### src/design/cpa_pkg.sv
package cpa_pkg;
  // register map, byte addresses on the wishbone slave
  localparam int WB_AW = 8;
  localparam logic [7:0] ADR_CTRL = 8'h00;
  localparam logic [7:0] ADR_STATUS = 8'h04;
  localparam logic [7:0] ADR_INT_STATUS = 8'h08;
  localparam logic [7:0] ADR_INT_MASK = 8'h0c;
  localparam logic [7:0] ADR_RX_OCTET = 8'h10;

  // control fields
  localparam int CTRL_W = 4;
  localparam int CTRL_TX_EN = 0;
  localparam int CTRL_RX_EN = 1;
  localparam int CTRL_FORCE_ALARM = 2;
  localparam int CTRL_FORCE_BLANK = 3;
  localparam logic [3:0] CTRL_RESET = 4'h3;

  // status fields
  localparam int STAT_W = 3;
  localparam int STAT_OCTET_ALARM = 0;
  localparam int STAT_RX_ALIGNED = 1;
  localparam int STAT_TX_ALARM = 2;

  // interrupt status and mask fields
  localparam int INT_W = 5;
  localparam int INT_TX_SLIP = 0;
  localparam int INT_RX_SLIP = 1;
  localparam int INT_ALARM_SET = 2;
  localparam int INT_ALARM_CLR = 3;
  localparam int INT_RX_OCTET = 4;
  localparam logic [4:0] INT_MASK_RESET = 5'h00;

  // positions in the synchroniser vector
  localparam int SYNC_W = 16;
  localparam int SI_RX_POS = 0;
  localparam int SI_RX_NEG = 1;
  localparam int SI_BLS = 2;
  localparam int SI_RX_CLK = 3;
  localparam int SI_BLANK = 4;
  localparam int SI_REF_CLK = 5;
  localparam int SI_TX_TSA = 6;
  localparam int SI_TX_TSB = 7;
  localparam int SI_TX_SEL = 8;
  localparam int SI_ALARM_IN = 9;
  localparam int SI_LINE_CLK = 10;
  localparam int SI_PCM_IN = 11;
  localparam int SI_TX_CLK = 12;
  localparam int SI_RX_TSA = 13;
  localparam int SI_RX_TSB = 14;
  localparam int SI_RX_SEL = 15;
  // active-low line inputs and supervision idle high
  localparam logic [15:0] SYNC_RESET = 16'h0007;

  // timing
  localparam int OCTET_BITS = 8;
  localparam int REF_CLOCK_KHZ = 2048;
  localparam int LINE_RATE_KBPS = 64;
  localparam int OCTET_PERIOD_US = 125;
  localparam int TICKS_PER_BIT = REF_CLOCK_KHZ / LINE_RATE_KBPS;
  localparam logic [4:0] PH_LAST = 5'(TICKS_PER_BIT - 1);
  localparam logic [4:0] PH_POL = 5'(TICKS_PER_BIT / 8);
  localparam logic [4:0] PH_BIT = 5'(3 * TICKS_PER_BIT / 8);
  localparam logic [4:0] PH_RESYNC = 5'(3 * TICKS_PER_BIT / 4);
  localparam int ALARM_OCTETS = 2;
  localparam logic [9:0] ALARM_TICKS = 10'(ALARM_OCTETS * OCTET_PERIOD_US * REF_CLOCK_KHZ / 1000);
  localparam logic [6:0] LOS_TICKS = 7'(2 * TICKS_PER_BIT);

  // receive alignment state
  typedef enum logic [1:0] {
    RX_NOSIG = 2'b00,
    RX_HUNT = 2'b01,
    RX_ALIGNED = 2'b10
  } cpa_rx_state_t;

  // codirectional quarter pattern: one is mark mark space space, zero is mark space mark space
  function automatic logic cpa_quarter_mark(input logic bit_val, input logic [1:0] quarter);
    cpa_quarter_mark = bit_val ? ~quarter[1] : ~quarter[0];
  endfunction : cpa_quarter_mark
endpackage : cpa_pkg

### src/design/cpa_sync.sv
`timescale 1ns/10ps
module cpa_sync #(
  parameter int W = 16,
  parameter logic [W-1:0] RESET_VAL = '0
) (
  input wire logic sys_clk,
  input wire logic nrst,
  input wire logic [W-1:0] async_in,
  output logic [W-1:0] sync_out,
  output logic [W-1:0] rise_out
);
  logic [W-1:0] meta;
  logic [W-1:0] last;

  // two flops; the first is looked at by nothing but the second
  always_ff @(posedge sys_clk or negedge nrst) begin
    if (!nrst) begin
      meta <= RESET_VAL;
      sync_out <= RESET_VAL;
    end else begin
      meta <= async_in;
      sync_out <= meta;
    end
  end

  // edge finder works on the settled copy only
  always_ff @(posedge sys_clk or negedge nrst) begin
    if (!nrst) begin
      last <= RESET_VAL;
    end else begin
      last <= sync_out;
    end
  end

  assign rise_out = sync_out & ~last;
endmodule : cpa_sync

### src/design/cpa_adapter.sv
`timescale 1ns/10ps
// Overview of operation
// - capture eight bits from the chosen pcm slot, send them as continuous 64k code
// - decode received 64k code, recover bit timing, replay octets in chosen receive slot
// - on clock slips repeat or drop whole octets, never single bits
// - one octet of buffering gives 125us of drift tolerance per path
// - alarm send request high stops violation insertion on the transmit line
// - octet alarm output high while received violations are missing
// - supervision low with receive alarm blanks the received pcm output
// - blank input high forces received pcm output to all ones
// - transmit select high picks strobe a, low picks strobe b
// - receive select high picks strobe a, low picks strobe b
// - received line inputs are active low, one per mark polarity
// - transmit line outputs are active low, one per mark polarity
// - received pcm shifts out on the system receive bus clock
// - clock recovery runs from the separate reference clock
// - transmit line code timed by the 256k line clock, one quarter per cycle
// - transmit pcm sampled on transmit bus clock with the chosen strobe
module cpa_adapter
  import cpa_pkg::*;
(
  input wire logic sys_clk,
  input wire logic nrst,
  input wire logic wb_cyc_i,
  input wire logic wb_stb_i,
  input wire logic wb_we_i,
  input wire logic [WB_AW-1:0] wb_adr_i,
  input wire logic [3:0] wb_sel_i,
  input wire logic [31:0] wb_dat_i,
  output logic [31:0] wb_dat_o,
  output logic wb_ack_o,
  output logic irq,
  input wire logic rx_pos_n,
  input wire logic rx_neg_n,
  input wire logic byte_lock_supervise_n,
  input wire logic rx_bus_clock,
  input wire logic output_blank,
  input wire logic recovery_ref_clock,
  input wire logic tx_slot_strobe_a,
  input wire logic tx_slot_strobe_b,
  input wire logic tx_slot_select,
  input wire logic alarm_send_request,
  input wire logic tx_line_clock,
  input wire logic tx_pcm_serial_in,
  input wire logic tx_bus_clock,
  input wire logic rx_slot_strobe_a,
  input wire logic rx_slot_strobe_b,
  input wire logic rx_slot_select,
  output logic tx_pos_n,
  output logic tx_neg_n,
  output logic rx_pcm_serial_out,
  output logic octet_alarm
);
  logic [SYNC_W-1:0] pins;
  logic [SYNC_W-1:0] pins_s;
  logic [SYNC_W-1:0] pins_rise;
  logic [CTRL_W-1:0] ctrl;
  logic [INT_W-1:0] int_status;
  logic [INT_W-1:0] int_mask;
  logic [INT_W-1:0] events;
  logic [INT_W-1:0] w1c;
  logic [31:0] rd_data;
  logic wb_req;
  logic wb_wr;
  // transmit side
  logic tx_strobe;
  logic tx_alarm_active;
  logic [7:0] tx_in_sh;
  logic [2:0] tx_in_cnt;
  logic [7:0] tx_hold;
  logic tx_new;
  logic tx_store;
  logic tx_load;
  logic tx_slip;
  logic [1:0] enc_q;
  logic [2:0] enc_idx;
  logic [7:0] enc_sh;
  logic [7:0] enc_last;
  logic enc_pol;
  logic enc_mark;
  logic [7:0] next_tx_word;
  // receive side
  cpa_rx_state_t rx_state;
  logic mark_p;
  logic mark_n;
  logic prev_p;
  logic prev_n;
  logic mark_start;
  logic resync;
  logic ref_tick;
  logic [4:0] phase;
  logic blk_pol;
  logic last_pol;
  logic rx_bit;
  logic rx_viol;
  logic bit_strobe;
  logic [7:0] rx_sh;
  logic [7:0] rx_hold;
  logic rx_new;
  logic rx_store;
  logic [6:0] los_cnt;
  logic [9:0] viol_timer;
  logic alarm_set;
  logic alarm_clr;
  logic rx_strobe;
  logic rx_load;
  logic rx_slip;
  logic [2:0] out_cnt;
  logic [7:0] out_sh;
  logic [7:0] out_last;
  logic [7:0] next_rx_word;
  logic rx_blank;

  // every pin from outside except sys_clk, the wishbone bus and reset, other clocks included, is resampled on sys_clk
  assign pins = {rx_slot_select, rx_slot_strobe_b, rx_slot_strobe_a, tx_bus_clock, tx_pcm_serial_in,
                 tx_line_clock, alarm_send_request, tx_slot_select, tx_slot_strobe_b, tx_slot_strobe_a,
                 recovery_ref_clock, output_blank, rx_bus_clock, byte_lock_supervise_n, rx_neg_n, rx_pos_n};

  cpa_sync #(
    .W(SYNC_W),
    .RESET_VAL(SYNC_RESET)
  ) u_sync (
    .sys_clk(sys_clk),
    .nrst(nrst),
    .async_in(pins),
    .sync_out(pins_s),
    .rise_out(pins_rise)
  );

  // wishbone classic slave, one wait state, ack drops the cycle after
  assign wb_req = wb_cyc_i & wb_stb_i;
  assign wb_wr = wb_req & wb_we_i & wb_ack_o & wb_sel_i[0];

  always_comb begin
    rd_data = 32'h0000_0000;
    case (wb_adr_i)
      ADR_CTRL: rd_data[CTRL_W-1:0] = ctrl;
      ADR_STATUS: rd_data[STAT_W-1:0] = {tx_alarm_active, rx_state == RX_ALIGNED, octet_alarm};
      ADR_INT_STATUS: rd_data[INT_W-1:0] = int_status;
      ADR_INT_MASK: rd_data[INT_W-1:0] = int_mask;
      ADR_RX_OCTET: rd_data[7:0] = rx_hold;
      default: rd_data = 32'h0000_0000; // unmapped reads zero, still acked
    endcase
  end

  // ack and read data leave registered together
  always_ff @(posedge sys_clk or negedge nrst) begin
    if (!nrst) begin
      wb_ack_o <= 1'b0;
      wb_dat_o <= 32'h0000_0000;
    end else begin
      wb_ack_o <= wb_req & ~wb_ack_o;
      if (wb_req & ~wb_ack_o) begin
        wb_dat_o <= rd_data;
      end
    end
  end

  // writes land on the edge where the master sees ack
  always_ff @(posedge sys_clk or negedge nrst) begin
    if (!nrst) begin
      ctrl <= CTRL_RESET;
      int_mask <= INT_MASK_RESET;
    end else if (wb_wr) begin
      if (wb_adr_i == ADR_CTRL) begin
        ctrl <= wb_dat_i[CTRL_W-1:0];
      end
      if (wb_adr_i == ADR_INT_MASK) begin
        int_mask <= wb_dat_i[INT_W-1:0];
      end
    end
  end

  // sticky events; a set in the clearing cycle survives
  assign w1c = (wb_wr && wb_adr_i == ADR_INT_STATUS) ? wb_dat_i[INT_W-1:0] : '0;
  assign events = {rx_store & (rx_state == RX_ALIGNED), alarm_clr, alarm_set, rx_slip, tx_slip};

  always_ff @(posedge sys_clk or negedge nrst) begin
    if (!nrst) begin
      int_status <= '0;
      irq <= 1'b0;
    end else begin
      int_status <= (int_status & ~w1c) | events;
      irq <= |(int_status & int_mask);
    end
  end

  // ---- transmit capture from the pcm bus
  assign tx_strobe = pins_s[SI_TX_SEL] ? pins_s[SI_TX_TSA] : pins_s[SI_TX_TSB];
  assign tx_store = pins_rise[SI_TX_CLK] & tx_strobe & (tx_in_cnt == 3'(OCTET_BITS - 1));

  // shift on bus clock rise while the slot is open; a short slot restarts the count
  always_ff @(posedge sys_clk or negedge nrst) begin
    if (!nrst) begin
      tx_in_sh <= 8'h00;
      tx_in_cnt <= 3'h0;
    end else if (pins_rise[SI_TX_CLK]) begin
      if (tx_strobe) begin
        tx_in_sh <= {tx_in_sh[6:0], pins_s[SI_PCM_IN]};
        tx_in_cnt <= tx_in_cnt + 3'h1;
      end else begin
        tx_in_cnt <= 3'h0;
      end
    end
  end

  // one-octet hold buffer; overwriting an unsent octet drops it whole
  always_ff @(posedge sys_clk or negedge nrst) begin
    if (!nrst) begin
      tx_hold <= 8'hff;
      tx_new <= 1'b0;
    end else begin
      if (tx_store) begin
        tx_hold <= {tx_in_sh[6:0], pins_s[SI_PCM_IN]};
        tx_new <= 1'b1;
      end else if (tx_load) begin
        tx_new <= 1'b0;
      end
    end
  end

  // ---- transmit encoder, one quarter per line clock rise
  assign tx_alarm_active = pins_s[SI_ALARM_IN] | ctrl[CTRL_FORCE_ALARM];
  assign tx_load = pins_rise[SI_LINE_CLK] & (enc_q == 2'h3) & (enc_idx == 3'(OCTET_BITS - 1));
  assign next_tx_word = tx_new ? tx_hold : enc_last;
  assign tx_slip = (tx_load & ~tx_new) | (tx_store & tx_new & ~tx_load);

  always_ff @(posedge sys_clk or negedge nrst) begin
    if (!nrst) begin
      enc_q <= 2'h3;
      enc_idx <= 3'h7;
      enc_sh <= 8'hff;
      enc_last <= 8'hff;
      enc_pol <= 1'b0;
    end else if (pins_rise[SI_LINE_CLK]) begin
      enc_q <= enc_q + 2'h1;
      if (enc_q == 2'h3) begin
        if (tx_load) begin
          enc_sh <= next_tx_word; // stale octet is repeated when none arrived
          enc_last <= next_tx_word;
          enc_idx <= 3'h0;
        end else begin
          enc_sh <= {enc_sh[6:0], 1'b0};
          enc_idx <= enc_idx + 3'h1;
        end
        // last block of the octet keeps the polarity unless alarm is being sent
        if (enc_idx == 3'(OCTET_BITS - 2) && !tx_alarm_active) begin
          enc_pol <= enc_pol;
        end else begin
          enc_pol <= ~enc_pol;
        end
      end
    end
  end

  assign enc_mark = cpa_quarter_mark(enc_sh[7], enc_q) & ctrl[CTRL_TX_EN];

  // active-low line drive, idle high when disabled
  always_ff @(posedge sys_clk or negedge nrst) begin
    if (!nrst) begin
      tx_pos_n <= 1'b1;
      tx_neg_n <= 1'b1;
    end else begin
      tx_pos_n <= ~(enc_mark & enc_pol);
      tx_neg_n <= ~(enc_mark & ~enc_pol);
    end
  end

  // ---- receive clock recovery
  assign mark_p = ~pins_s[SI_RX_POS];
  assign mark_n = ~pins_s[SI_RX_NEG];
  assign mark_start = (mark_p & ~prev_p) | (mark_n & ~prev_n);
  assign ref_tick = pins_rise[SI_REF_CLK];
  // a zero's second mark keeps polarity; late or flipped marks restart the phase
  assign resync = mark_start & (rx_state == RX_NOSIG || phase >= PH_RESYNC || mark_p != blk_pol);
  assign bit_strobe = ref_tick & (phase == PH_BIT) & (rx_state != RX_NOSIG);
  assign rx_bit = mark_p | mark_n;
  assign rx_viol = blk_pol == last_pol;
  assign rx_store = bit_strobe & rx_viol & ctrl[CTRL_RX_EN];

  always_ff @(posedge sys_clk or negedge nrst) begin
    if (!nrst) begin
      prev_p <= 1'b0;
      prev_n <= 1'b0;
      phase <= 5'h00;
      los_cnt <= 7'h00;
    end else begin
      prev_p <= mark_p;
      prev_n <= mark_n;
      if (resync) begin
        phase <= 5'h00;
      end else if (ref_tick) begin
        phase <= (phase == PH_LAST) ? 5'h00 : phase + 5'h01;
      end
      if (rx_bit) begin
        los_cnt <= 7'h00;
      end else if (ref_tick && los_cnt != LOS_TICKS) begin
        los_cnt <= los_cnt + 7'h01;
      end
    end
  end

  // block polarity early in the first quarter, bit value in the second
  always_ff @(posedge sys_clk or negedge nrst) begin
    if (!nrst) begin
      blk_pol <= 1'b0;
      last_pol <= 1'b1;
      rx_sh <= 8'h00;
    end else begin
      if (ref_tick && phase == PH_POL) begin
        blk_pol <= mark_p;
      end
      if (bit_strobe) begin
        last_pol <= blk_pol;
        rx_sh <= {rx_sh[6:0], rx_bit};
      end
    end
  end

  // alignment: a violation closes an octet; losing them drops back to hunting
  always_ff @(posedge sys_clk or negedge nrst) begin
    if (!nrst) begin
      rx_state <= RX_NOSIG;
    end else if (!ctrl[CTRL_RX_EN] || los_cnt == LOS_TICKS) begin
      rx_state <= RX_NOSIG;
    end else begin
      case (rx_state)
        RX_NOSIG: begin
          if (resync) begin
            rx_state <= RX_HUNT;
          end
        end
        RX_HUNT: begin
          if (rx_store) begin
            rx_state <= RX_ALIGNED;
          end
        end
        RX_ALIGNED: begin
          if (alarm_set) begin
            rx_state <= RX_HUNT;
          end
        end
        default: rx_state <= RX_NOSIG;
      endcase
    end
  end

  // octet alarm: no violation for two octet periods of reference time
  assign alarm_set = ~octet_alarm & (viol_timer == ALARM_TICKS);
  assign alarm_clr = octet_alarm & rx_store;

  always_ff @(posedge sys_clk or negedge nrst) begin
    if (!nrst) begin
      viol_timer <= ALARM_TICKS;
      octet_alarm <= 1'b1;
    end else begin
      if (rx_store) begin
        viol_timer <= 10'h000;
      end else if (ref_tick && viol_timer != ALARM_TICKS) begin
        viol_timer <= viol_timer + 10'h001;
      end
      if (rx_store) begin
        octet_alarm <= 1'b0;
      end else if (viol_timer == ALARM_TICKS) begin
        octet_alarm <= 1'b1;
      end
    end
  end

  // one-octet receive hold; the first octet after hunting is partial and dropped
  always_ff @(posedge sys_clk or negedge nrst) begin
    if (!nrst) begin
      rx_hold <= 8'hff;
      rx_new <= 1'b0;
    end else begin
      if (rx_store && rx_state == RX_ALIGNED) begin
        rx_hold <= {rx_sh[6:0], rx_bit};
        rx_new <= 1'b1;
      end else if (rx_load) begin
        rx_new <= 1'b0;
      end
    end
  end

  // ---- receive slot output
  assign rx_strobe = pins_s[SI_RX_SEL] ? pins_s[SI_RX_TSA] : pins_s[SI_RX_TSB];
  assign rx_load = pins_rise[SI_RX_CLK] & rx_strobe & (out_cnt == 3'h0);
  assign next_rx_word = rx_new ? rx_hold : out_last;
  assign rx_slip = (rx_load & ~rx_new) | (rx_store & (rx_state == RX_ALIGNED) & rx_new & ~rx_load);
  assign rx_blank = pins_s[SI_BLANK] | ctrl[CTRL_FORCE_BLANK] | (~pins_s[SI_BLS] & octet_alarm);

  // bit shifts out per bus clock rise; outside the slot the pin idles high
  always_ff @(posedge sys_clk or negedge nrst) begin
    if (!nrst) begin
      out_cnt <= 3'h0;
      out_sh <= 8'hff;
      out_last <= 8'hff;
      rx_pcm_serial_out <= 1'b1;
    end else if (pins_rise[SI_RX_CLK]) begin
      if (rx_strobe) begin
        out_cnt <= out_cnt + 3'h1;
        if (out_cnt == 3'h0) begin
          out_last <= next_rx_word; // no fresh octet means a whole repeat
          out_sh <= {next_rx_word[6:0], 1'b1};
          rx_pcm_serial_out <= next_rx_word[7] | rx_blank;
        end else begin
          out_sh <= {out_sh[6:0], 1'b1};
          rx_pcm_serial_out <= out_sh[7] | rx_blank;
        end
      end else begin
        out_cnt <= 3'h0;
        rx_pcm_serial_out <= 1'b1;
      end
    end else if (rx_blank) begin
      rx_pcm_serial_out <= 1'b1;
    end
  end
endmodule : cpa_adapter

### config.mk
export PLATFORM = sky130hd
export DESIGN_NAME = cpa_adapter
export DESIGN_NICKNAME = d
export VERILOG_FILES = /design/src/design/cpa_pkg.sv /design/src/design/cpa_sync.sv /design/src/design/cpa_adapter.sv
export SDC_FILE = /design/constraint.sdc
export NUM_CORES = 1
export LEC_CHECK = 0
export BUFFER_PORTS_ARGS = -buffer_cell sky130_fd_sc_hd__buf_2
export CAP_MARGIN = 20
export CORE_ASPECT_RATIO = 1.5
export CORE_UTILIZATION = 50
export DETAILED_ROUTE_END_ITERATION = 10
export MAX_ROUTING_LAYER = met4
export PLACE_DENSITY = 0.71
export SLEW_MARGIN = 15
export SYNTH_ARGS = -nofsm -noshare
export SYNTH_HDL_FRONTEND = slang
export SYNTH_SLANG_ARGS = --single-unit
### constraint.sdc
create_clock -name sys_clk -period 3.8 [get_ports sys_clk]
set_input_delay 0 -clock sys_clk [delete_from_list [all_inputs] [get_ports sys_clk]]
set_output_delay 0 -clock sys_clk [all_outputs]
set_load 0.02 [all_outputs]
Word level (Yosys, flattened, before mapping)
Cells that the tools add are included.
- register bits after elaboration: 177
- bits of input ports: 65
- output and inout port bits: 38
- logic and storage cells: 198
- $add $sub $neg: 7
- $lt $le $gt $ge: 1
- eq/ne operators: 22
- mux-type cells: 37
- bitwise logic cells: 63
- reductions and logical operators: 32
- operator list (operator ; count):
    $mux W8 ; 4
    $and A1 B1 Y1 ; 31
    $mux W10 ; 2
    $mux W5 ; 4
    $not A1 Y1 ; 17
    $eq A8 B4 Y1 const B ; 2
    $reduce_bool A2 Y1 ; 8
    $pmux W3 S5 ; 1
    $mux W7 ; 2
    $and A13 B13 Y13 ; 1
    $mux W1 ; 13
    $not A13 Y13 ; 1
    $mux W3 ; 4
    $reduce_and A3 Y1 ; 4
    $add A10 B1 Y10 const B ; 1
    $and A5 B5 Y5 ; 2
    $eq A10 B10 Y1 const B ; 1
    $ne A10 B10 Y1 const B ; 1
    $reduce_and A2 Y1 ; 5
    $add A3 B1 Y3 const B ; 3
    $eq A3 B3 Y1 const B ; 3
    $or A1 B1 Y1 ; 9
    $eq A8 B3 Y1 const B ; 1
    $eq A8 B5 Y1 const B ; 1
    28 further kinds ; 41

Longest topological paths before layout
Gate-level depths: netlist (run 1).
- depth in word-level cells: 11
- depth in mapped cells: 7

Hierarchy
A second synthesis (run 1) with hierarchy kept.
- cell total of the unflattened synthesis: 631
- area total of the unflattened synthesis: 7759.9 um2
- by module, submodules not included (module ; instances ; cells an instance ; area each (um2) ; sequential area each (um2)):
    cpa_adapter ; 1 ; 567 ; 6327.3 ; 3353.2
    cpa_sync ; 1 ; 64 ; 1432.6 ; 1212.4

Worst setup path after synthesis (run 1)
OpenSTA, ideal clock, no wires.
- path kind: register to register
- from: register enc_idx[0]
- to: register enc_last[0]
- arrival: 1720 ps
- slack: 1998 ps
- cell stages (with the launch flop): 6
- path buffers: 1
- period minus slack after synthesis: 1802 ps
- cell sequence: dfstp_2 > ha_1 > ha_1 > clkbuf_1 > nand4_1 > mux2_2
- longest elaborated chain between the ends: 3
- ends and longest elaborated chain (element ; RTL line ; text):
    start: declaration ; cpa_adapter.sv:76 ; logic [2:0] enc_idx;
    start signal: assignment ; cpa_adapter.sv:244 ; enc_idx <= enc_idx + 3'h1;
    $eq A3 B3 Y1 ; cpa_adapter.sv:224 ; assign tx_load = pins_rise[SI_LINE_CLK] & (enc_q == 2'h3) & (enc_idx == 3'(OCTET_BITS - 1));
    $and A1 B1 Y1 ; cpa_adapter.sv:224 ;
    $reduce_and A3 Y1 (no source line) ; -- ;
    end signal: assignment ; cpa_adapter.sv:240 ; enc_last <= next_tx_word;
    end: declaration ; cpa_adapter.sv:78 ; logic [7:0] enc_last;
No other way between the ends.
A chain may end at the register's enable or synchronous reset.

Final worst setup path (run 1)
- from: register phase[0]
- to: register rx_hold[0]
- longest elaborated chain between the ends: 6
- ends and longest elaborated chain (element ; RTL line ; text):
    start: declaration ; cpa_adapter.sv:91 ; logic [4:0] phase;
    start signal: assignment ; cpa_adapter.sv:293 ; phase <= (phase == PH_LAST) ? 5'h00 : phase + 5'h01;
    $eq A5 B4 Y1 ; cpa_adapter.sv:276 ; assign bit_strobe = ref_tick & (phase == PH_BIT) & (rx_state != RX_NOSIG);
    $and A1 B1 Y1 (2 in series) ; cpa_adapter.sv:276 ;
    $and A1 B1 Y1 (2 in series) ; cpa_adapter.sv:279 ; assign rx_store = bit_strobe & rx_viol & ctrl[CTRL_RX_EN];
    $logic_and A1 B1 Y1 ; cpa_adapter.sv:376 ; if (rx_store && rx_state == RX_ALIGNED) begin
    end signal: assignment ; cpa_adapter.sv:377 ; rx_hold <= {rx_sh[6:0], rx_bit};
    end: declaration ; cpa_adapter.sv:98 ; logic [7:0] rx_hold;
No other way between the ends.

==> impl_results.md, run 1 <==
- DRC errors left: 0
- Core area: 14100 um2
- Resized cells post-CTS: 0
- WL final: 13500 um
- Final worst path period share: 62.4%
- Chip Height: 150 um
- Clk buf depth: 2
- Startpoint Class: register
- Most frequent cell after synthesis: dfrtp_1
- Finish-stage setup viols: 0
- Largest family of logic cells by synthesized area: simple AND/OR/NAND/NOR gates
- Setup TNS: 0 ps
- Placed wire-length estimate: 9320 um
- Chip Width: 101 um
- Setup crit end kind: register
- Flops & latches, synth: 167
- Worst-path clk slew: 60 ps
- Largest stage delay, worst path: 540 ps
- Sink Count: 167
- TritonCTS clock tree: yes
- Vias: 4715
- DR iter-0 viols: 167
- Worst vdd ir: 0.300 mV
- Warning count from the yosys run: 0
- Vias in the first global route: 4914
- Max Fclk: 421 MHz
- Hold endpoint: wb_dat_o[3]$_DFFE_PN0P_
- Synth top area share: 34.7%
- Worst setup path class: reg -> reg
- Post-Syn Area: 7280 um2
- Post-Synth Adder-Cell Area: 2.58%
- Syn_area_per_cell: 11.9 um2
- Pwr/cell area: 508 nW/um2
- FF-to-FF setup slack: 1430 ps
- Fin cells: 893
- Dpl cells: 834
- Relative slew slack: 45.0%
- CTS Hold Buffers Added: 27
- ANT cells: 0
- Slew @ Worst Pin: 823 ps
- Max-cap check violation count: 0
- Hold Startpoint: wb_adr_i[6]
- All-Layer GR Usage: 19.9%
- Number of synthesized flops with an enable pin: 0
- Ys flop type: dfrtp_1
- Total net switching power: 1.07 mW
- P&R area growth vs syn: 16.8%
- RSZ-0062 raised after global routing: false
- Grt total ovfl: 0
- Largest net degree at the start of global routing: 89
- Worst hold margin: 47.8 ps
- Status: finished, final reports clean
- Overall power: 4.32 mW
- CP required: 4140 ps
- Hold path depth: 5
- Sw Ratio: 24.8%
- Post-synthesis simple-gate area fraction: 12.1%
- Global Route met1 Usage: 21.5%
- PortBufs: 48
- Rows: 53
- Met2 GRT Util: 34.5%
- # fillers: 1124
- Effective utilization at floorplan: 51.5%
- Clock root buffer: clkbuf_16
- ANT nets after route: 0
- Ratio of cells with drive above 1 in the final layout: 30.1%
- H-tree depth: 4
- M3 GR Usage: 4.48%
- CTS Buf Count: 17
- Hold Path Class: in -> reg
- Combinational power share: 10.0%
- Worst-Skew Late Latency: 420 ps
- Crit path max fanout: 14
- R2R Path End: rx_hold[0]$_DFFE_PN1P_
- Async set-reset flop share out of synthesis: 100%
- CP max-delay cell: and4_1
- R2R depth: 6
- Post-CTS setup buffers: 0
- Largest cells by area after synthesis: dfrtp_1, dfstp_2, mux2_2, o21ai_0, nand2_1
- Multiplexer share of the synthesized area: 11.9%
- GRT Max-Usage Layer: met2
- Clk pwr share: 41.1%
- Int Power: 3.24 mW
- Routability cong.: 0.848
- Fin. max-slew vios: 0
- Compound-Gate Fraction of Synth Area: 8.72%
- Critical-path cell list: inv_1 > ha_1 > and4bb_2 > and4_1 > and2_1 > mux2_2
- Hold Fails Final Rpt: 0
- Synth unique cells: 55
- Post-layout min period: 2370 ps
- WL/cell: 15.1 um
- Drt pass-1 iters: 4
- Post-synthesis xor/xnor area fraction: 1.56%
- Initial antenna violation count: 0
- Sequential area share after synthesis: 58.6%
- Arrival time worst endpoint: 2710 ps
- Top cells by count, synth: dfrtp_1, dfstp_2, nand2_1, mux2_2, o21ai_0
- Area leader, netlist: dfrtp_1
- Ports: 103
- Share of power burned in registers: 48.9%
- Layout net count: 768
- Vias per Instance: 5.28
- Leakage power: 3.73 nW
- FF-to-FF Start: phase[0]$_DFFE_PN0P_
- First-pass GRT wire length: 22500 um
- Syn Inst Count: 613
- Worst Skew: 12.0 ps
- Die Area: 15000 um2
## critical path, delay by kind of cell (launching register included)
| kind | cells | cell delay, ps |
|---|---|---|
| fa+ha+maj | 1 | 130 |
| mux | 1 | 390 |
| buf+inv | 1 | 80 |
| flops | 1 | 430 |
| simple gates | 3 | 1270 |
## cells in the final DEF, fill, tap and decap left out, drive strengths merged, types with 21 or more instances in the layout
cell type	synthesis	layout
dlygate4sd3	0	27
mux2i	21	21
nand2	65	65
buf	28	50
dfstp	66	66
nor2	27	27
dfrtp	101	101
mux2	58	58
inv	20	25
o21ai	57	57
conb	1	24
## worst max path at each step
stage / depth (start not counted) / to / slack (ps) / start
6_report: 6 / rx_hold[0]$_DFFE_PN1P_ / 1430 / phase[0]$_DFFE_PN0P_
5_1_grt: 6 / rx_hold[1]$_DFFE_PN1P_ / 1270 / phase[1]$_DFFE_PN0P_
4_1_cts: 6 / rx_hold[0]$_DFFE_PN1P_ / 1440 / phase[0]$_DFFE_PN0P_
3_5_place_dp: 6 / rx_hold[4]$_DFFE_PN1P_ / 1450 / phase[0]$_DFFE_PN0P_
3_3_place_gp: 6 / rx_hold[5]$_DFFE_PN1P_ / 1490 / phase[0]$_DFFE_PN0P_
2_1_floorplan: 5 / enc_last[0]$_DFFE_PN1P_ / 2000 / enc_idx[0]$_DFFE_PN1P_
## routing by layer
metal	vias to the layer above	part of all wire, %
met2	79	54
met1	2350	40
met3	24	2.9
li1	2262	-
met4	0	2.7
met5	-	0
## kinds of logic (layout without fill, tap and decap cells)
family,after synthesis,after routing
buffers and inverters,64,129
adder cells (fa/ha/maj),15,15
AND/OR/NAND/NOR,167,167
multiplexers,79,79
flip-flops,167,167
XOR/XNOR,13,13
AO/OA/AOI/OAI,107,107
other,1,24
## power by group through the flow
stage / Combinational [mW] / Sequential, mW / Clock, mW
finish: 0.431 / 2.11 / 1.78
detailed placement: 0.417 / 2.14 / 0
CTS: 0.439 / 2.11 / 1.81
floorplan: 0.311 / 2.10 / 0
global route: 0.494 / 2.13 / 1.89
global placement: 0.390 / 2.12 / 0
## state kept, by name, summed over array words and instances (netlist names), 7 cells and up
signal and count:
out_last 8, enc_sh 8, u_sync.meta 16, u_sync.sync_out 16, tx_hold 8, out_sh 7, enc_last 8, tx_in_sh 7
los_cnt 7, rx_hold 8, rx_sh 7, wb_dat_o 8, viol_timer 10
## area by class of cell
type / instances / area (um2) / share of cell area (%)
sequential: 167 / 4260 / 50.1
multi-input combinational: 405 / 2770 / 32.5
timing repair buffer: 77 / 544 / 6.40
clock buffer: 20 / 447 / 5.25
tap: 192 / 240 / 2.83
clock inverter: 12 / 168 / 1.97
inverter: 20 / 75.1 / 0.883
## stage by stage
stage | worst slack (ps) | cell area (um2) | utilization [%]
after floorplan | 2000 | 7360 | -
after global placement | 1490 | 7620 | 53.9
after detailed placement | 1450 | 7620 | 53.9
after CTS | 1440 | 8500 | 60.2
after global routing | 1270 | 8500 | 60.2
final | 1430 | 8500 | 60.2
Power figures use the tool's default switching activity.
==> run 2: changes to the inputs <==
--- a/config.mk
+++ b/config.mk
@@ -5,13 +5,14 @@
 export SDC_FILE = /design/constraint.sdc
 export NUM_CORES = 1
 export LEC_CHECK = 0
+export ABC_AREA = 1
 export BUFFER_PORTS_ARGS = -buffer_cell sky130_fd_sc_hd__buf_2
 export CAP_MARGIN = 20
 export CORE_ASPECT_RATIO = 1.5
 export CORE_UTILIZATION = 50
 export DETAILED_ROUTE_END_ITERATION = 10
 export MAX_ROUTING_LAYER = met4
-export PLACE_DENSITY = 0.71
+export PLACE_DENSITY = 0.74
 export SLEW_MARGIN = 15
 export SYNTH_ARGS = -nofsm -noshare
 export SYNTH_HDL_FRONTEND = slang
==> constraint.sdc (replaced) <==
create_clock -name sys_clk -period 1.95 [get_ports sys_clk]
set_input_delay 0 -clock sys_clk [delete_from_list [all_inputs] [get_ports sys_clk]]
set_output_delay 0 -clock sys_clk [all_outputs]
set_load 0.02 [all_outputs]
==> run 2 against run 1 <==
Against the previous run:
- die area up 1.1%
- fmax rose by 40%
- worst setup slack lost 1200 ps
- global-route usage decreased by 0.92 points
- non-clock buffer count is 5 higher
- sequential share of layout area down 0.76 points
- sequential power up 91%
- first-iteration DRC count rose by 58%
- clock-buffer cell count shrank 1
- critical endpoint is now rx_hold[1]$_DFFE_PN1P_
- largest cell class unchanged
==> impl_results.md, run 2 <==
- Post-Syn Area: 7360 um2
- Setup TNS: 0 ps
- TritonCTS clock tree: yes
- Warning count from the yosys run: 0
- Ys flop type: dfrtp_1
- Worst path bufs/invs: 1
- Util after Layout: 59.7%
- Relative slew slack: 66.4%
- Placed cell area: 7810 um2
- Largest cells by area after synthesis: dfrtp_1, dfstp_2, nand2_1, o21ai_0, inv_1
- Largest net degree at the start of global routing: 43
- H-tree depth: 4
- Ports: 103
- Sequential area share after synthesis: 57.9%
- Worst vdd ir: 0.566 mV
- Hold Fails Final Rpt: 0
- Clk buf depth: 2
- First-pass GRT wire length: 22000 um
- Rows: 54
- Die Area: 15200 um2
- Routability cong.: 0.848
- Max-cap check violation count: 0
- Crit path capture: rx_hold[1]$_DFFE_PN1P_
- Sink Count: 167
- Status: finished, final reports clean
- Area leader, netlist: dfrtp_1
- Slew @ Worst Pin: 503 ps
- Pwr/cell area: 953 nW/um2
- Drt pass-1 iters: 6
- Most frequent cells in the layout: nand2_1, inv_1, dfrtp_1, o21ai_0, dfstp_2
- RSZ-0062 raised after global routing: false
- Final Cell Area: 8630 um2
- Layout net count: 968
- Worst setup path class: reg -> reg
- Worst Skew: 7.32 ps
- Placed wire-length estimate: 9290 um
- Core area: 14500 um2
- Ratio of cells with drive above 1 in the final layout: 20.8%
- Largest stage delay, worst path: 400 ps
- Commonest non-fill, non-tap cell in the layout: nand2_1
- Vias per Instance: 4.85
- Chip Width: 101 um
- Effective utilization at floorplan: 50.9%
- P&R area growth vs syn: 17.3%
- All-Layer GR Usage: 19.0%
- WL/cell: 11.8 um
- FF-to-FF Start: phase[0]$_DFFE_PN0P_
- Grt total ovfl: 0
- Post-layout min period: 1690 ps
- Synth unique cells: 36
- FF-to-FF setup slack: 260 ps
- Synth top area share: 34.3%
- Most frequent cell after synthesis: nand2_1
- Top delay family on crit path: simple AND/OR/NAND/NOR gates
- Crit path max fanout: 17
- Chip Height: 151 um
- ANT nets after route: 0
- Resized cells post-CTS: 0
- Max Fclk: 591 MHz
- Flops & latches, synth: 167
- Startpoint Class: register
- R2R Path End: rx_hold[1]$_DFFE_PN1P_
- Top cells by count, synth: nand2_1, inv_1, dfrtp_1, o21ai_0, dfstp_2
- WL final: 13000 um
- DR iter-0 viols: 264
- Vias in the first global route: 5014
- Worst path depth: 9
- Overall power: 8.23 mW
- Setup crit end kind: register
- Async set-reset flop share out of synthesis: 100%
- Vias: 5318
- Initial antenna violation count: 0
- Fin. max-slew vios: 0
- Arrival time worst endpoint: 2040 ps
- Clock root buffer: clkbuf_16
- Finish-stage setup viols: 0
- Worst-Skew Late Latency: 420 ps
- CP required: 2290 ps
- CTS Buf Count: 17
- ANT cells: 0
- Syn_area_per_cell: 9.20 um2
- PortBufs: 48
- Leakage power: 3.93 nW
- Worst-path clk slew: 70 ps
- Worst hold margin: 25.6 ps
- Number of synthesized flops with an enable pin: 0
- Hold Path Class: in -> reg
- Critical-path cell list: inv_1 > ha_1 > nand2_1 > nor2_4 > nand3_2 > nor2_4 > nand2_4 > nand2_1 > o21ai_2
- CP max-delay cell: dfrtp_1
- Final worst path period share: 86.8%
- Largest regs: u_sync.meta (16), u_sync.sync_out (16), viol_timer (10)
- DRC errors left: 0
- CP startpoint: phase[0]$_DFFE_PN0P_
- R2R depth: 9
- Syn Inst Count: 800
==> run 2: kinds of logic after synthesis <==
kind of cell	after synthesis	synth area share, %
compound gates	145	11.0
other cells	1	0.0509
xor+xnor	9	1.07
flops	167	57.9
mux	2	0.306
simple gates	316	18.3
fa+ha+maj	15	2.55
buf+inv	145	8.82
==> run 2: worst reg2reg max path: cells and delay by family, from the launching register on <==
| kind | cells | cell delay (ps) |
|---|---|---|
| buf+inv | 1 | 100 |
| simple gates | 6 | 930 |
| flops | 1 | 400 |
| fa+ha+maj | 1 | 140 |
| compound gates | 1 | 50 |
==> run 2: repair_timing <==
item / CTS / global route
hold buffers: 23 / 0
hold endpoints to repair: 144 / 0
buffers inserted: 0 / 0
==> run 2: worst min path at each step <==
stage	from	end	depth (start not counted)
3_5_place_dp	nrst	wb_dat_o[6]$_DFFE_PN0P_	1
6_report	wb_cyc_i	wb_dat_o[1]$_DFFE_PN0P_	5
4_1_cts	wb_stb_i	wb_dat_o[1]$_DFFE_PN0P_	5
3_3_place_gp	nrst	wb_dat_o[7]$_DFFE_PN0P_	1
5_1_grt	wb_stb_i	wb_dat_o[1]$_DFFE_PN0P_	5
2_1_floorplan	nrst	blk_pol$_DFFE_PN0P_	0
==> run 2: power by group <==
group          leakage [nW]  total [mW]  switching [mW]  internal, mW
Sequential             1.97        4.04           0.204          3.84
Clock                 0.295        3.33            1.42          1.91
Combinational          1.67       0.852           0.515         0.337
Total                  3.93        8.23            2.14          6.09
==> run 2: area by class of cell <==
| type | count | area, um2 |
|---|---|---|
| inverter | 109 | 409 |
| tap | 196 | 245 |
| fill | 1207 | 5830 |
| clock buffer | 19 | 464 |
| sequential | 167 | 4260 |
| clock inverter | 13 | 133 |
| multi-input combinational | 511 | 2540 |
| timing repair buffer | 82 | 584 |
==> run 2: routing by layer <==
metal / global-route usage (%) / wire, um / up-vias
li1: - / - / 2699
met1: 21.5 / 5540 / 2504
met2: 32.7 / 6800 / 98
met3: 3.99 / 410 / 17
met4: 7.10 / 221 / 0
met5: - / 0 / -
==> run 2: through the flow <==
stage | instances | setup slack, ps
6_report | 1097 | 257
5_1_grt | 1097 | 107
4_1_cts | 1097 | 254
3_5_place_dp | 1042 | 271
3_3_place_gp | 1042 | 305
2_1_floorplan | 823 | 436
==> run 3: changes to the inputs <==
==> constraint.sdc (replaced) <==
create_clock -name sys_clk -period 1.95 [get_ports sys_clk]
set_input_delay 0.2925 -clock sys_clk [delete_from_list [all_inputs] [get_ports sys_clk]]
set_output_delay 0.2925 -clock sys_clk [all_outputs]
set_load 0.02 [all_outputs]
==> run 3 against run 2 <==
Against the previous run:
- non-clock buffer count down 8
- worst setup slack better by 3.1 ps
- clock-buffer cell count up 4
- highest routed layer unchanged
- combinational power down 0.6%
- largest cell class unchanged
==> impl_results.md, run 3 (synthesis gave the netlist of run 2 again) <==
- Status: finished, final reports clean
- Clk buf depth: 2
- Worst-path clk slew: 60 ps
- Fin. max-slew vios: 0
- Rows: 54
- Crit path max fanout: 17
- Chip Height: 151 um
- Worst Skew: 14.5 ps
- Effective utilization at floorplan: 50.9%
- Grt total ovfl: 0
- RSZ-0062 raised after global routing: false
- Max Fclk: 592 MHz
- Worst-Skew Late Latency: 410 ps
- Total net switching power: 1.99 mW
- Combinational power share: 10.6%
- Overall power: 7.98 mW
- Clock root buffer: clkbuf_16
- Routability cong.: 0.863
- Post-layout min period: 1690 ps
- Setup crit end kind: register
- Layout net count: 960
- Core area: 14500 um2
- Leakage power: 3.87 nW
- Slew @ Worst Pin: 499 ps
- Hold path depth: 3
- R2R depth: 9
- Largest regs: u_sync.meta (16), u_sync.sync_out (16), viol_timer (10)
- All-Layer GR Usage: 19.0%
- Worst vdd ir: 0.560 mV
- WL final: 13000 um
- FF-to-FF setup slack: 260 ps
- Commonest non-fill, non-tap cell in the layout: nand2_1
- # fillers: 1262
- Worst hold margin: 151 ps
- H-tree depth: 4
- Drt pass-1 iters: 5
- ANT cells: 0
- Vias in the first global route: 4980
- Finish-stage setup viols: 0
- First-pass GRT wire length: 22100 um
- Pwr/cell area: 938 nW/um2
- PortBufs: 48
- Max-cap check violation count: 0
- Setup TNS: 0 ps
- Initial antenna violation count: 0
- Ports: 103
- Int Power: 5.98 mW
- Hold Fails Final Rpt: 0
- Share of power burned in registers: 50.6%
- WL/cell: 11.9 um
- R2R Path End: rx_hold[4]$_DFFE_PN1P_
- P&R area growth vs syn: 15.6%
- Startpoint Class: register
- Placed wire-length estimate: 8980 um
- Most frequent cells in the layout: nand2_1, inv_1, dfrtp_1, o21ai_0, dfstp_2
- ANT nets after route: 0
- Resized cells post-CTS: 0
- Hold Path Class: in -> reg
- Sw Ratio: 25.0%
- Chip Width: 101 um
- Vias: 5335
- Die Area: 15200 um2
- Vias per Instance: 4.90
- Largest net degree at the start of global routing: 60
- Arrival time worst endpoint: 2020 ps
- TritonCTS clock tree: yes
- CP required: 2290 ps
- DRC errors left: 0
- DR iter-0 viols: 225
- CTS Buf Count: 17
- Relative slew slack: 66.4%
- Crit path capture: rx_hold[4]$_DFFE_PN1P_
- Ratio of cells with drive above 1 in the final layout: 20.3%
- Worst setup path class: reg -> reg
- CP startpoint: phase[0]$_DFFE_PN0P_
- Sink Count: 167
- Final worst path period share: 86.6%
- Clk pwr share: 38.8%
- FF-to-FF Start: phase[0]$_DFFE_PN0P_
## run 3: cell types whose count changed in the layout (fill, tap and decap cells not counted), sizes merged
cell / previous run / this run
inv: 118 / 109
dlygate4sd3: 23 / 17
clkinvlp: 1 / 2
buf: 59 / 57
clkinv: 2 / 6
clkbuf: 19 / 23
## run 3: repair_timing
item	in CTS	in global routing
hold buffers	17	0
endpoints found under the hold margin	35	0
buffers inserted	0	0
## run 3: final cells by class
| type | instances | area, um2 | area share (%) |
|---|---|---|---|
| timing repair buffer | 74 | 509 | 5.99 |
| clock inverter | 9 | 78.8 | 0.926 |
| inverter | 109 | 409 | 4.81 |
| sequential | 167 | 4260 | 50.1 |
| multi-input combinational | 511 | 2540 | 29.8 |
| tap | 196 | 245 | 2.88 |
| clock buffer | 23 | 468 | 5.50 |
## run 3: worst min-delay path by stage
stage                           start                      end  slack, ps
after floorplan                  nrst      blk_pol$_DFFE_PN0P_         -3
after global placement           nrst  wb_dat_o[7]$_DFFE_PN0P_        210
after CTS                 wb_dat_i[1]      ctrl[1]$_DFFE_PN1P_        140
final                     wb_dat_i[1]      ctrl[1]$_DFFE_PN1P_        150
after global routing      wb_dat_i[1]      ctrl[1]$_DFFE_PN1P_        180
after detailed placement         nrst  wb_dat_o[5]$_DFFE_PN0P_        220
## run 3: power groups by stage
stage	Sequential [mW]	Combinational [mW]	Clock, mW
floorplan	4.06	0.610	0
global placement	4.08	0.789	0
detailed placement	4.10	0.825	0
CTS	4.04	0.864	3.17
global route	4.08	0.989	3.31
finish	4.04	0.847	3.09
## run 3: per-layer routing
metal | wire length, um | vias to the layer above | global-route usage [%]
met5 | 0 | - | -
met4 | 235 | 0 | 7.75
met3 | 387 | 17 | 3.44
met2 | 6650 | 101 | 31.7
met1 | 5720 | 2545 | 22.5
li1 | - | 2672 | -
## run 3: per-stage QoR
step | worst slack [ps] | instances | utilization, % | instance area, um2
2_1_floorplan | 436 | 823 | - | 7450
3_3_place_gp | 271 | 1040 | 53.9 | 7790
3_5_place_dp | 233 | 1040 | 53.9 | 7790
6_report | 261 | 1089 | 58.8 | 8510
5_1_grt | 98.1 | 1089 | 58.8 | 8510
4_1_cts | 213 | 1089 | 58.8 | 8510
## run 3: critical path, stage by stage, from the launching register on
cell	delay [ps]
dfrtp_1	400
inv_1	90
ha_1	140
nand2_1	100
nor2_4	120
nand3_2	120
nor2_4	260
nand2_4	200
nand2_1	130
o21ai_2	60
